## config.mk

```make
export PLATFORM = sky130hd
export DESIGN_NAME = omc_ctrl
export DESIGN_NICKNAME = d
export VERILOG_FILES = /design/src/omc_pkg.sv /design/src/omc_ctrl.sv /design/src/omc_mgmt_slave.sv
export SDC_FILE = /design/constraint.sdc
export NUM_CORES = 1
export LEC_CHECK = 0
export ABC_CLOCK_PERIOD_IN_PS = 18500
export BUFFER_PORTS_ARGS = -buffer_cell sky130_fd_sc_hd__clkbuf_2
export CAP_MARGIN = 20
export CORE_MARGIN = 2
export CORE_UTILIZATION = 50
export CTS_CLUSTER_DIAMETER = 30
export DETAILED_ROUTE_END_ITERATION = 8
export GPL_TIMING_DRIVEN = 0
export PLACE_DENSITY = 0.71
export SYNTH_ARGS = -nofsm -noshare
export SYNTH_HDL_FRONTEND = slang
export SYNTH_SLANG_ARGS = --single-unit
```

## constraint.sdc

```tcl
create_clock -name clk -period 18.5 [get_ports clk]
set_input_delay 0.925 -clock clk [delete_from_list [all_inputs] [get_ports clk]]
set_output_delay 0.925 -clock clk [all_outputs]
set_load 0.01 [all_outputs]
```

## src/omc_pkg.sv

```systemverilog
// Shared constants and types for the optical module control block
package omc_pkg;
  // Clock period and printed time limits
  localparam longint unsigned OMC_CLK_NS = 5;
  localparam longint unsigned OMC_NS_PER_US = 1000;
  localparam longint unsigned OMC_NS_PER_MS = 1000000;
  localparam longint unsigned OMC_NS_PER_S = 1000000000;
  localparam longint unsigned OMC_T_OFF_US = 100;
  localparam longint unsigned OMC_T_ON_MS = 2;
  localparam longint unsigned OMC_T_MGMT_INIT_MS = 300;
  localparam longint unsigned OMC_T_START_MS = 300;
  localparam longint unsigned OMC_T_START_COOLED_S = 90;
  localparam longint unsigned OMC_T_HIGH_POWER_ENTRY_MS = 300;
  localparam longint unsigned OMC_T_POWER_DOWN_MS = 300;
  localparam longint unsigned OMC_T_FAULT_ON_MS = 1;
  localparam longint unsigned OMC_T_FAULT_ON_COOLED_MS = 50;
  localparam longint unsigned OMC_T_FAULT_CLR_US = 10;
  localparam longint unsigned OMC_T_RATE_FC_US = 500;
  localparam longint unsigned OMC_T_RATE_MS = 24;
  localparam longint unsigned OMC_T_LOS_US = 100;
  // Cycle counts: longest times round down, least times round up
  localparam longint unsigned OMC_MGMT_INIT_CYC = OMC_T_MGMT_INIT_MS * OMC_NS_PER_MS / OMC_CLK_NS;
  localparam longint unsigned OMC_START_CYC = OMC_T_START_MS * OMC_NS_PER_MS / OMC_CLK_NS;
  localparam longint unsigned OMC_START_COOLED_CYC =
    OMC_T_START_COOLED_S * OMC_NS_PER_S / OMC_CLK_NS;
  localparam longint unsigned OMC_HP_ENTRY_CYC =
    OMC_T_HIGH_POWER_ENTRY_MS * OMC_NS_PER_MS / OMC_CLK_NS;
  localparam longint unsigned OMC_RATE_FC_CYC = OMC_T_RATE_FC_US * OMC_NS_PER_US / OMC_CLK_NS;
  localparam longint unsigned OMC_RATE_CYC = OMC_T_RATE_MS * OMC_NS_PER_MS / OMC_CLK_NS;
  localparam int unsigned OMC_FAULT_CLR_CYC =
    int'((OMC_T_FAULT_CLR_US * OMC_NS_PER_US + OMC_CLK_NS - 1) / OMC_CLK_NS);
  localparam int OMC_CNT_W = 36;
  localparam int OMC_HOLD_W = 12;
  // Pin vector positions and idle levels
  localparam int OMC_P_TXOFF = 0;
  localparam int OMC_P_RATE = 1;
  localparam int OMC_P_SIGDET = 2;
  localparam int OMC_P_FAULT = 3;
  localparam int OMC_P_SCL = 4;
  localparam int OMC_P_SDA = 5;
  localparam int OMC_NPIN = 6;
  localparam logic [5:0] OMC_PIN_IDLE = 6'h30;
  // Management byte map
  localparam logic [7:0] OMC_ID_LEN = 8'h08;
  localparam logic [7:0] OMC_CAL_BASE = 8'h10;
  localparam logic [7:0] OMC_RAW_BASE = 8'h20;
  localparam logic [7:0] OMC_MON_BYTES = 8'h0A;
  localparam logic [7:0] OMC_STAT_ADDR = 8'h30;
  localparam logic [7:0] OMC_CTRL_ADDR = 8'h40;
  localparam int OMC_CTRL_HP_BIT = 0;
  localparam logic [6:0] OMC_DEV_ADDR = 7'h50;
  // Calibration defaults: slope is 8.8 fixed point
  localparam logic [15:0] OMC_SLOPE_ONE = 16'h0100;
  localparam logic [15:0] OMC_OFFS_ZERO = 16'h0000;
  localparam int OMC_SLOPE_FRAC = 8;

  typedef struct packed {
    logic [15:0] temp;
    logic [15:0] vcc;
    logic [15:0] bias;
    logic [15:0] tx_pwr;
    logic [15:0] rx_pwr;
  } omc_mon_s;

  typedef struct packed {
    logic ready;
    logic tx_fault;
    logic rx_los;
    logic laser_on;
    logic high_power;
    logic rate_stable;
    logic rate;
    logic cooled;
  } omc_stat_s;
endpackage
```

## src/omc_ctrl.sv

```systemverilog
// Control pin sequencing, fault latch, rate select and monitor calibration
module omc_ctrl import omc_pkg::*; #(
  parameter bit COOLED = 1'b0,
  parameter longint unsigned MGMT_INIT_CYC = OMC_MGMT_INIT_CYC,
  parameter longint unsigned START_CYC = OMC_START_CYC,
  parameter longint unsigned START_COOLED_CYC = OMC_START_COOLED_CYC,
  parameter longint unsigned HP_ENTRY_CYC = OMC_HP_ENTRY_CYC,
  parameter longint unsigned RATE_FC_CYC = OMC_RATE_FC_CYC,
  parameter longint unsigned RATE_CYC = OMC_RATE_CYC,
  parameter logic [6:0] DEV_ADDR = OMC_DEV_ADDR,
  parameter omc_mon_s CAL_SLOPE = {5{OMC_SLOPE_ONE}},
  parameter omc_mon_s CAL_OFFS = {5{OMC_OFFS_ZERO}}
) (
  // Clock and reset
  input wire logic clk,
  input wire logic resetn,
  // Host control pins
  input wire logic tx_off,
  input wire logic receive_rate_select,
  input wire logic transmit_rate_select,
  input wire logic fc_mode,
  // Optical front end
  input wire logic rx_signal_detect,
  input wire logic laser_fault_detect,
  input wire omc_mon_s mon_raw,
  // Management bus
  input wire logic scl,
  input wire logic sda_in,
  output logic sda_out,
  output logic sda_oe,
  // Module outputs
  output logic laser_enable,
  output logic tx_fault,
  output logic rx_los,
  output logic high_power_en,
  output logic module_ready,
  output logic mgmt_ready,
  output logic rate_sel,
  output logic rate_stable
);
  typedef enum logic [1:0] {ST_SETTLE, ST_OPER, ST_FAULT, ST_WAIT_ON} omc_st_e;

  logic rst_a_r, rst_n;
  logic [OMC_NPIN-1:0] s1_r, s2_r, s3_r, pin_r;
  omc_st_e st_r;
  logic [OMC_CNT_W-1:0] settle_r, mgmt_cnt_r, rate_cnt_r;
  logic [OMC_HOLD_W-1:0] hold_r;
  logic fault_r, fault_clr, laser_r, los_r, hp_r, ready_r, mready_r, rate_r, rstab_r;
  logic sda_r, sl_oe, sl_hp, sl_stop;
  logic [OMC_CNT_W-1:0] op_cyc;
  omc_mon_s mon_cal_r;
  omc_stat_s stat;

  function automatic logic [15:0] calib(input logic [15:0] raw, slope, offs);
    logic [31:0] prod;
    prod = raw * slope;
    return 16'(prod >> OMC_SLOPE_FRAC) + offs;
  endfunction

  assign op_cyc = COOLED ? OMC_CNT_W'(START_COOLED_CYC) : OMC_CNT_W'(START_CYC);

  always_ff @(posedge clk or negedge resetn) begin
    if (!resetn) begin
      rst_a_r <= 1'b0;
      rst_n <= 1'b0;
    end else begin
      rst_a_r <= 1'b1;
      rst_n <= rst_a_r;
    end
  end

  // Three-stage capture; a level counts once stages two and three agree
  always_ff @(posedge clk or negedge rst_n) begin
    if (!rst_n) begin
      s1_r <= OMC_PIN_IDLE;
      s2_r <= OMC_PIN_IDLE;
      s3_r <= OMC_PIN_IDLE;
      pin_r <= OMC_PIN_IDLE;
    end else begin
      s1_r <= {sda_in, scl, laser_fault_detect, rx_signal_detect, receive_rate_select, tx_off};
      s2_r <= s1_r;
      s3_r <= s2_r;
      pin_r <= (s2_r & s3_r) | (pin_r & (s2_r | s3_r));
    end
  end

  // Fault clear needs transmit-off high for the full hold; saturating count
  always_ff @(posedge clk or negedge rst_n) begin
    if (!rst_n) begin
      hold_r <= '0;
    end else if (!pin_r[OMC_P_TXOFF]) begin
      hold_r <= '0;
    end else if (hold_r != OMC_HOLD_W'(OMC_FAULT_CLR_CYC)) begin
      hold_r <= hold_r + 1'b1;
    end
  end

  assign fault_clr = pin_r[OMC_P_TXOFF] && hold_r == OMC_HOLD_W'(OMC_FAULT_CLR_CYC);

  // New fault wins over a clear in the same cycle
  always_ff @(posedge clk or negedge rst_n) begin
    if (!rst_n) begin
      fault_r <= 1'b0;
    end else if (pin_r[OMC_P_FAULT]) begin
      fault_r <= 1'b1;
    end else if (fault_clr) begin
      fault_r <= 1'b0;
    end
  end

  always_ff @(posedge clk or negedge rst_n) begin
    if (!rst_n) begin
      st_r <= ST_SETTLE;
      settle_r <= '0;
    end else begin
      case (st_r)
        ST_SETTLE: begin
          if (pin_r[OMC_P_FAULT]) begin
            st_r <= ST_FAULT;
          end else if (settle_r >= op_cyc) begin
            st_r <= ST_OPER;
          end else begin
            settle_r <= settle_r + 1'b1;
          end
        end
        ST_OPER: begin
          if (pin_r[OMC_P_FAULT]) begin
            st_r <= ST_FAULT;
          end else if (sl_stop && sl_hp && !hp_r) begin
            // Higher power entry re-enters settle for HP_ENTRY_CYC, or a full restart when cooled
            st_r <= ST_SETTLE;
            settle_r <= COOLED ? '0 : op_cyc - OMC_CNT_W'(HP_ENTRY_CYC);
          end
        end
        ST_FAULT: begin
          if (!fault_r) st_r <= ST_WAIT_ON;
        end
        ST_WAIT_ON: begin
          if (pin_r[OMC_P_FAULT]) begin
            st_r <= ST_FAULT;
          end else if (!pin_r[OMC_P_TXOFF]) begin
            st_r <= ST_SETTLE;
            settle_r <= '0;
          end
        end
        default: st_r <= ST_SETTLE;
      endcase
    end
  end

  // Laser follows the synchronised pin directly, so off and on take a few cycles
  always_ff @(posedge clk or negedge rst_n) begin
    if (!rst_n) begin
      laser_r <= 1'b0;
    end else begin
      laser_r <= st_r == ST_OPER && !pin_r[OMC_P_TXOFF] && !fault_r;
    end
  end

  always_ff @(posedge clk or negedge rst_n) begin
    if (!rst_n) begin
      ready_r <= 1'b0;
    end else begin
      ready_r <= st_r == ST_OPER;
    end
  end

  // Power level drops and rises at the stop condition; a rise in operation also restarts settle
  always_ff @(posedge clk or negedge rst_n) begin
    if (!rst_n) begin
      hp_r <= 1'b0;
    end else if (sl_stop) begin
      hp_r <= sl_hp;
    end
  end

  always_ff @(posedge clk or negedge rst_n) begin
    if (!rst_n) begin
      mgmt_cnt_r <= '0;
      mready_r <= 1'b0;
    end else if (mgmt_cnt_r >= OMC_CNT_W'(MGMT_INIT_CYC)) begin
      mready_r <= 1'b1;
    end else begin
      mgmt_cnt_r <= mgmt_cnt_r + 1'b1;
    end
  end

  // Only the receive select is watched; the transmit select has no effect
  always_ff @(posedge clk or negedge rst_n) begin
    if (!rst_n) begin
      rate_r <= 1'b0;
      rate_cnt_r <= '0;
      rstab_r <= 1'b1;
    end else if (pin_r[OMC_P_RATE] != rate_r) begin
      rate_r <= pin_r[OMC_P_RATE];
      rate_cnt_r <= fc_mode ? OMC_CNT_W'(RATE_FC_CYC) : OMC_CNT_W'(RATE_CYC);
      rstab_r <= 1'b0;
    end else if (rate_cnt_r != '0) begin
      rate_cnt_r <= rate_cnt_r - 1'b1;
    end else begin
      rstab_r <= 1'b1;
    end
  end

  always_ff @(posedge clk or negedge rst_n) begin
    if (!rst_n) begin
      los_r <= 1'b1;
    end else begin
      los_r <= ~pin_r[OMC_P_SIGDET];
    end
  end

  always_ff @(posedge clk or negedge rst_n) begin
    if (!rst_n) begin
      mon_cal_r <= '0;
    end else begin
      mon_cal_r.temp <= calib(mon_raw.temp, CAL_SLOPE.temp, CAL_OFFS.temp);
      mon_cal_r.vcc <= calib(mon_raw.vcc, CAL_SLOPE.vcc, CAL_OFFS.vcc);
      mon_cal_r.bias <= calib(mon_raw.bias, CAL_SLOPE.bias, CAL_OFFS.bias);
      mon_cal_r.tx_pwr <= calib(mon_raw.tx_pwr, CAL_SLOPE.tx_pwr, CAL_OFFS.tx_pwr);
      mon_cal_r.rx_pwr <= calib(mon_raw.rx_pwr, CAL_SLOPE.rx_pwr, CAL_OFFS.rx_pwr);
    end
  end

  // Open-drain bus: only the enable ever changes
  always_ff @(posedge clk or negedge rst_n) begin
    if (!rst_n) begin
      sda_r <= 1'b0;
    end else begin
      sda_r <= 1'b0;
    end
  end

  assign stat = '{ready: ready_r, tx_fault: fault_r, rx_los: los_r, laser_on: laser_r,
                  high_power: hp_r, rate_stable: rstab_r, rate: rate_r, cooled: COOLED};

  omc_mgmt_slave #(.DEV_ADDR(DEV_ADDR)) u_mgmt (
    .clk(clk),
    .rst_n(rst_n),
    .scl(pin_r[OMC_P_SCL]),
    .sda(pin_r[OMC_P_SDA]),
    .bus_enable(mready_r),
    .mon_cal(mon_cal_r),
    .mon_raw(mon_raw),
    .status(stat),
    .sda_oe(sl_oe),
    .hp_req(sl_hp),
    .ctrl_stop(sl_stop)
  );

  assign sda_out = sda_r;
  assign sda_oe = sl_oe;
  assign laser_enable = laser_r;
  assign tx_fault = fault_r;
  assign rx_los = los_r;
  assign high_power_en = hp_r;
  assign module_ready = ready_r;
  assign mgmt_ready = mready_r;
  assign rate_sel = rate_r;
  assign rate_stable = rstab_r;
endmodule

```

## src/omc_mgmt_slave.sv

```systemverilog
// Two-wire management target: identification, monitors, status, power control
module omc_mgmt_slave import omc_pkg::*; #(
  parameter logic [6:0] DEV_ADDR = OMC_DEV_ADDR
) (
  // Clock and reset
  input wire logic clk,
  input wire logic rst_n,
  // Filtered bus levels
  input wire logic scl,
  input wire logic sda,
  input wire logic bus_enable,
  // Readable data
  input wire omc_mon_s mon_cal,
  input wire omc_mon_s mon_raw,
  input wire omc_stat_s status,
  // Bus drive and power control
  output logic sda_oe,
  output logic hp_req,
  output logic ctrl_stop
);
  typedef enum logic [2:0] {SL_IDLE, SL_ADDR, SL_WR, SL_RD} omc_sl_e;
  // Arbitrary identification contents
  localparam logic [7:0] ID_ROM [8] = '{8'h03, 8'h04, 8'h07, 8'h00, 8'h00, 8'h00, 8'h00, 8'h00};

  omc_sl_e state_r;
  logic scl_q_r, sda_q_r, rw_r, first_r, dirty_r, nack_r, oe_r, hp_r, stop_r;
  logic [3:0] bit_r;
  logic [7:0] sh_r, tx_r, ptr_r;
  logic scl_rise, scl_fall, start_c, stop_c;
  logic [7:0] rd_cur;

  function automatic logic [7:0] rd_byte(input logic [7:0] a);
    logic [7:0] i;
    i = 8'h00;
    if (a < OMC_ID_LEN) return ID_ROM[a[2:0]];
    if (a >= OMC_CAL_BASE && a < OMC_CAL_BASE + OMC_MON_BYTES) begin
      i = a - OMC_CAL_BASE;
      return mon_cal[79 - 8 * i -: 8];
    end
    if (a >= OMC_RAW_BASE && a < OMC_RAW_BASE + OMC_MON_BYTES) begin
      i = a - OMC_RAW_BASE;
      return mon_raw[79 - 8 * i -: 8];
    end
    if (a == OMC_STAT_ADDR) return status;
    if (a == OMC_CTRL_ADDR) return {7'h00, hp_r};
    return 8'h00;
  endfunction

  // Byte at the pointer; held in a signal so its top bit can be picked
  always_comb begin
    rd_cur = rd_byte(ptr_r);
  end

  assign scl_rise = scl & ~scl_q_r;
  assign scl_fall = ~scl & scl_q_r;
  assign start_c = scl & scl_q_r & sda_q_r & ~sda;
  assign stop_c = scl & scl_q_r & ~sda_q_r & sda;
  assign sda_oe = oe_r;
  assign hp_req = hp_r;
  assign ctrl_stop = stop_r;

  always_ff @(posedge clk or negedge rst_n) begin
    if (!rst_n) begin
      scl_q_r <= 1'b1;
      sda_q_r <= 1'b1;
    end else begin
      scl_q_r <= scl;
      sda_q_r <= sda;
    end
  end

  always_ff @(posedge clk or negedge rst_n) begin
    if (!rst_n) begin
      state_r <= SL_IDLE;
      bit_r <= 4'h0;
      sh_r <= 8'h00;
      tx_r <= 8'h00;
      ptr_r <= 8'h00;
      rw_r <= 1'b0;
      first_r <= 1'b0;
      dirty_r <= 1'b0;
      nack_r <= 1'b0;
      oe_r <= 1'b0;
      hp_r <= 1'b0;
      stop_r <= 1'b0;
    end else begin
      stop_r <= 1'b0;
      if (stop_c) begin
        // Power change takes effect at the stop condition, not the data byte
        stop_r <= dirty_r;
        dirty_r <= 1'b0;
        state_r <= SL_IDLE;
        oe_r <= 1'b0;
      end else if (start_c) begin
        state_r <= SL_ADDR;
        bit_r <= 4'h0;
        oe_r <= 1'b0;
      end else if (state_r != SL_IDLE && scl_rise) begin
        if (bit_r < 4'h8) sh_r <= {sh_r[6:0], sda};
        if (bit_r == 4'h8) nack_r <= sda;
        bit_r <= bit_r + 4'h1;
      end else if (state_r != SL_IDLE && scl_fall) begin
        if (bit_r == 4'h8) begin
          case (state_r)
            SL_ADDR: begin
              // No answer until the bus has finished its start-up
              if (sh_r[7:1] == DEV_ADDR && bus_enable) begin
                oe_r <= 1'b1;
                rw_r <= sh_r[0];
                first_r <= 1'b1;
              end else begin
                state_r <= SL_IDLE;
              end
            end
            SL_WR: begin
              oe_r <= 1'b1;
              first_r <= 1'b0;
              if (first_r) begin
                ptr_r <= sh_r;
              end else begin
                if (ptr_r == OMC_CTRL_ADDR) begin
                  hp_r <= sh_r[OMC_CTRL_HP_BIT];
                  dirty_r <= 1'b1;
                end
                ptr_r <= ptr_r + 8'h01;
              end
            end
            SL_RD: oe_r <= 1'b0;
            default: state_r <= SL_IDLE;
          endcase
        end else if (bit_r == 4'h9) begin
          bit_r <= 4'h0;
          oe_r <= 1'b0;
          if ((state_r == SL_ADDR && rw_r) || (state_r == SL_RD && !nack_r)) begin
            // Identification and monitor bytes leave MSB first
            state_r <= SL_RD;
            tx_r <= rd_cur;
            oe_r <= ~rd_cur[7];
            ptr_r <= ptr_r + 8'h01;
          end else if (state_r == SL_ADDR) begin
            state_r <= SL_WR;
          end else if (state_r == SL_RD) begin
            state_r <= SL_IDLE;
          end
        end else if (state_r == SL_RD) begin
          oe_r <= ~tx_r[3'h7 - bit_r[2:0]];
        end
      end
    end
  end
endmodule

```

[After elaboration in Yosys (flattened, before gate mapping)]
Memories as Yosys holds them, arrays and structs flattened.
Cells that the tools add are included.
Operators by class
  $add $sub $neg: 11
  order comparisons: 10
  eq/ne operators: 37
  shift operators: 2
  muxes and demuxes: 94
  bitwise gates (word level): 24
  reduce and logical (&&, ||, !) cells: 50
Operators by type and width (number)
  36-bit 2-to-1 mux: 8
  87-bit by 33-bit variable part select with 8-bit output: 2
  8-bit 2-to-1 mux: 17
  36-bit one-hot mux with 3 select lines: 1
  36-bit by 1-bit adder with 36-bit output (second input constant): 2
  36-bit by 26-bit greater-or-equal comparator with 1-bit output (second input constant): 2
  7-bit AND reduction: 6
  1-bit 2-to-1 mux: 38
  36-bit nonzero test: 1
  36-bit by 1-bit subtractor with 36-bit output (second input constant): 1
  3-bit 2-to-1 mux: 10
  12-bit 2-to-1 mux: 2
  7-bit by 11-bit subtractor with 12-bit output (first input constant): 2
  23-bit 2-to-1 mux: 1
  2-bit inequality test (second input constant): 11
  4-bit 2-to-1 mux: 5
  2-bit nonzero test: 9
  4-bit AND reduction: 4
  3-bit nonzero test: 5
  2-bit 2-to-1 mux: 7
  12-bit by 1-bit adder with 12-bit output (second input constant): 1
  6-bit bitwise AND: 2
  12-bit by 11-bit equality test with 1-bit output (second input constant): 1
  1-bit logical AND: 12
  other kinds (48): 78
Storage, ports and cells
  flip-flop bits (word level): 276
  bits in read-only memories: 64
  input bits: 90
  output and inout port bits: 10
  logic and storage cells: 267
  memories: 1
Memory list
  (no name shown): depth 8, bits a word 8, read ports 1, clocked after Yosys merged registers in 0, wr ports 0, line omc_mgmt_slave.sv:35  | if (a < OMC_ID_LEN) return ID_ROM[a[2:0]];

[Longest topological paths before layout]
  word-level depth: 26
  mapped depth: 13
  gate-level depth less buffers: 8

[By module]
Synthesis repeated with hierarchy kept, for this count alone.
Second synthesis, totals
  cell total of the unflattened synthesis: 1165
  area total of the unflattened synthesis: 13161.4 um2
By module, submodules not included
  omc_ctrl: instances 1, cells an instance 777, area each 9251.4 um2, seq. area each 5918.2 um2
  omc_mgmt_slave: instances 1, cells an instance 388, area each 3910.0 um2, seq. area each 978.4 um2

[Least setup slack after synthesis]
Ideal clock, no wire load.
  path type: register to register
  start point: register u_mgmt.ptr_r[1]
  end point: register u_mgmt.oe_r (netlist: u_mgmt.sda_oe)
  setup time: 0.082 ns
  data arrival time: 3.133 ns
  data required time: 18.418 ns
  slack: 15.285 ns
  stages on the path, launching flop included: 14
  path buffers: 5
  clock period less this slack: 3.215 ns
  path through: dfrtp_1 > clkbuf_1 > buf_2 > buf_2 > buf_1 > inv_1 > ha_1 > buf_1 > nor2_1 > a22oi_1 > a31o_2 > a221oi_1 > nor4_1 > o22ai_1
On the way
  word-level cells in the longest chain between the ends: 22
  elaborated cells on any way between the ends: 52
  those cells by class: add/sub: 4; order compare: 5; eq/ne: 2; shift: 2; mux: 34; bitwise: 2; reduce/logical: 2; memory: 1
RTL lines
  start, declared: line omc_mgmt_slave.sv:28  | logic [7:0] sh_r, tx_r, ptr_r;
  start signal, assigned: line omc_mgmt_slave.sv:119  | ptr_r <= sh_r;
  start signal, assigned: line omc_mgmt_slave.sv:125  | ptr_r <= ptr_r + 8'h01;
  start signal, assigned: line omc_mgmt_slave.sv:139  | ptr_r <= ptr_r + 8'h01;
  branches (longest 13 deep; another with 7-bit by 11-bit subtractor with 12-bit output)
  8-bit 2-to-1 mux (*): line omc_mgmt_slave.sv:36  | if (a >= OMC_CAL_BASE && a < OMC_CAL_BASE + OMC_MON_BYTES) begin
  1-bit NOT (*): line omc_mgmt_slave.sv:138  | oe_r <= ~rd_cur[7];
  1-bit 2-to-1 mux (*): line omc_mgmt_slave.sv:134  | if ((state_r == SL_ADDR && rw_r) || (state_r == SL_RD && !nack_r)) begin
  1-bit 2-to-1 mux (*): line omc_mgmt_slave.sv:131  | end else if (bit_r == 4'h9) begin
  1-bit 2-to-1 mux (*): line omc_mgmt_slave.sv:103  | if (bit_r == 4'h8) begin
  1-bit 2-to-1 mux (*): line omc_mgmt_slave.sv:102  | end else if (state_r != SL_IDLE && scl_fall) begin
  1-bit 2-to-1 mux (*): line omc_mgmt_slave.sv:98  | end else if (state_r != SL_IDLE && scl_rise) begin
  1-bit 2-to-1 mux (*): line omc_mgmt_slave.sv:94  | end else if (start_c) begin
  1-bit 2-to-1 mux (*): line omc_mgmt_slave.sv:88  | if (stop_c) begin
  end signal, assigned: line omc_mgmt_slave.sv:138
  end signal, assigned: line omc_mgmt_slave.sv:146  | oe_r <= ~tx_r[3'h7 - bit_r[2:0]];
  end, declared: line omc_mgmt_slave.sv:26  | logic scl_q_r, sda_q_r, rw_r, first_r, dirty_r, nack_r, oe_r, hp_r, stop_r;
Mark *: on every way between the ends. The select of a mux whose other input is x is not followed.
A chain may end at the register's enable or synchronous reset.

[Worst setup path in the final report]
  start point: register u_mgmt.ptr_r[1]
  end point: register u_mgmt.tx_r[1]
On the way
  word-level cells in the longest chain between the ends: 14
  elaborated cells on any way between the ends: 44
  those cells by class: add/sub: 4; order compare: 5; eq/ne: 2; shift: 2; mux: 27; bitwise: 1; reduce/logical: 2; memory: 1
RTL lines
  branches (longest 13 deep; another with 7-bit by 11-bit subtractor with 12-bit output)
  8-bit 2-to-1 mux (*): line omc_mgmt_slave.sv:36
  end signal, assigned: line omc_mgmt_slave.sv:137  | tx_r <= rd_cur;
  end, declared: line omc_mgmt_slave.sv:28
Marked as above.

==> qor.yml <==
min_path_type: "in -> async"
synth-main-ff-cell: "dfrtp_1"
critical_path_class: "reg -> reg"
syn_avg_cell_area_um2: 11.0
die_area_mm2: 0.0273
die_h_um: 165
drtPass1Iterations: 5
min_period_ps: 4740
layout.nets: 1452
cts_hold_buffers: 0
io_buffers: 97
die_x_um: 165
critPathCaptureType: "register"
cp_max_fo: 10
final-seq-area_mm2: 0.00690
syn_area_mm2: 0.0130
dp_hpwl_mm: 20.8
cts_root_buffer: "clkbuf_16"
async_flop_share_pct: 100
gr-total-overflow: 0
synth_cell_type_count: 75
route.antenna.remaining_nets: 0
start_util_pct: 50.4
setup_tns_ps: 0
hold_viol: 0
r2r_setup_slack_ps: 13760
ys_ff_latch: 275
synthCells: 1179
p_leak_nw: 6.99
drc: 0
clock_latency_ps: 550
slew-limit-headroom_pct: 35.1
drt_iter0_markers: 742
grt_pass1_wl_mm: 49.8
dpl.cell_count: 1615
cp_top_family: "buffers and inverters"
numCtsBuffers: 56
grt_max_degree: 66
critPathLaunchType: "register"
antenna_found_initial: 0
postCtsSetupRepairBufs: 0
status: "complete, no violations"
numClockSinks: 275
io_pins: 100
cp_common_cell: "buf_1"
max_freq_ghz: 0.211
viasPerCell: 5.74
layout.cells.non_filler: 1720
synth_edf_count: 0
post-route-period-util_pct: 25.6
tritoncts: "built"
ys_seq_area_share_pct: 53.0
vdd_drop_max_mv: 0.0828
drt-wirelength-per-cell_um: 17.6
grt_usage_pct: 22.8
cts-resized-gates: 0
fin_worst_skew_ps: 22.8
multi_input_area_mm2: 0.00575
syn_nets: 1292
clk_pin_slew_ps: 50
cp.arrival_ps: 5190
cp.buffers_inverters: 7
vias: 9878
post_route_cells_drive_above_1_share_pct: 20.9
diodes: 0
fill_cells: 2071
fp-row-count: 59
h-tree-depth: 2
maxCapViolCount: 0
cpMaxStageDelayCell: "buf_1"
yosysWarnings: 0
setup_violations: 0
clockBufferDepth: 3
slowest_delay_ps: 660
tightestPinTransition_ps: 960
total_power_mw: 1.82
grt_pass1_vias: 9922
syn2layout_area_growth_pct: 22.9
gp_congestion: 0.919
cp_data_required_time_ps: 18940
power-per-cell-area_mw_per_mm2: 114
wl_mm: 30.3
critical_path.cell_chain: "clkbuf_1 > buf_2 > buf_2 > buf_1 > inv_1 > ha_1 > buf_1 > buf_1 > mux2i_1 > o22ai_1 > nand2_1 > a311oi_1"
core-area_mm2: 0.0258
rsz0062_at_grt: "no"
slew_violations: 0
==> cell usage in the layout, fill, tap and decap left out, types with 29 or more instances in the layout <==
master       n
a21oi_1     39
clkbuf_1    50
clkbuf_16   57
clkbuf_2    97
dfrtp_1    262
inv_1       29
mux2i_1     42
nand2_1     77
nand3_1     49
nor2_1     108
nor3_1      31
nor4_1      37
o21ai_0     49
xor2_1      46
==> registers in the layout (all words and copies together), names as in the netlist, 8 cells and up, named ones only <==
name	cells
mon_cal_r	80
mgmt_cnt_r	36
rate_cnt_r	36
settle_r	36
hold_r	12
u_mgmt.ptr_r	8
u_mgmt.sh_r	8
u_mgmt.tx_r	8
==> synth_stat cells, drive strengths merged (4+ instances only) <==
cell type / instances / area (um^2)
a31oi: 9 / 56.3
nand4b: 6 / 52.6
mux4: 27 / 608
nand2b: 12 / 75.1
xor2: 46 / 403
and3: 14 / 87.6
o31ai: 6 / 45.0
and4: 7 / 61.3
a221o: 8 / 80.1
nor3b: 7 / 52.6
o22ai: 11 / 68.8
nor3: 33 / 188
clkbuf: 41 / 154
mux2i: 42 / 420
mux2: 16 / 180
nand3: 50 / 255
a21oi: 40 / 204
or3: 15 / 100
nor2: 108 / 405
maj3: 6 / 60.1
buf: 20 / 103
nor4: 39 / 265
nor2b: 14 / 87.6
o21ai: 50 / 250
a22oi: 5 / 37.5
inv: 29 / 109
nor4b: 8 / 70.1
or2: 4 / 25.0
and2: 13 / 81.3
dfstp: 12 / 315
nand2: 77 / 289
ha: 23 / 288
or4: 8 / 63.8
xnor2: 28 / 245
dfrtp: 263 / 6580
a211oi: 5 / 37.5
nand3b: 6 / 45.0
nand4: 26 / 163
==> worst paths after layout <==
| kind | startpoint | endpoint | cells past startpoint |
|---|---|---|---|
| worst max-delay path | u_mgmt.ptr_r[1]$_DFFE_PN0P_ | u_mgmt.tx_r[1]$_DFFE_PN0P_ | 12 |
| worst min-delay path | resetn | rst_n$_DFF_PN0_ | 1 |
| worst max register to register | u_mgmt.ptr_r[1]$_DFFE_PN0P_ | u_mgmt.tx_r[1]$_DFFE_PN0P_ | 12 |
| worst min register to register | s1_r[0]$_DFF_PN0_ | s2_r[0]$_DFF_PN0_ | 0 |
| max in group asynchronous | rst_n$_DFF_PN0_ | u_mgmt.scl_q_r$_DFF_PN1_ | 2 |
| min in group clk | s1_r[0]$_DFF_PN0_ | s2_r[0]$_DFF_PN0_ | 0 |
==> cell type report <==
cell class / instances / share of cell area [%]
buffer: 61 / 1.60
tap: 335 / 2.62
clock buffer: 73 / 9.73
inverter: 29 / 0.681
multi-input combinational: 814 / 36.0
sequential: 275 / 43.1
clock inverter: 31 / 2.48
timing repair buffer: 102 / 3.76
==> stage by stage <==
| stage | setup WS, ps | hold WS, ps | util [%] | area (um^2) |
|---|---|---|---|---|
| after floorplan | 10290 | 331 | - | 13000 |
| after global placement | 7280 | 336 | 53.9 | 13900 |
| after detailed placement | 13900 | 335 | 54.3 | 14000 |
| after CTS | 13820 | 132 | 61.9 | 16000 |
| after global routing | 13490 | 136 | 61.9 | 16000 |
| final | 13760 | 154 | 61.9 | 16000 |
==> cells by family after synthesis <==
group,count (synthesis),share of synthesized area [%]
flip-flops,275,53.0
XOR/XNOR,74,4.98
multiplexers,85,9.29
buffers and inverters,90,2.81
AND/OR/NAND/NOR,455,18.8
AO/OA/AOI/OAI,169,8.45
other,2,0.0577
adder cells (fa/ha/maj),29,2.67
==> where the power goes <==
part | total (mW) | internal, mW | leakage [nW] | switching, mW
Clock | 1.02 | 0.692 | 0.947 | 0.326
Combinational | 0.129 | 0.0539 | 2.57 | 0.0752
Sequential | 0.671 | 0.639 | 3.48 | 0.0315
Total | 1.82 | 1.39 | 6.99 | 0.432
==> per-layer routing <==
metal,global-route usage [%],part of all wire [%],vias to the layer above
met1,30.9,45,4925
met4,7.33,2.0,0
met5,0,0,-
li1,-,-,4623
met3,4.27,5.1,45
met2,37.2,48,285
Power figures use the tool's default switching activity.
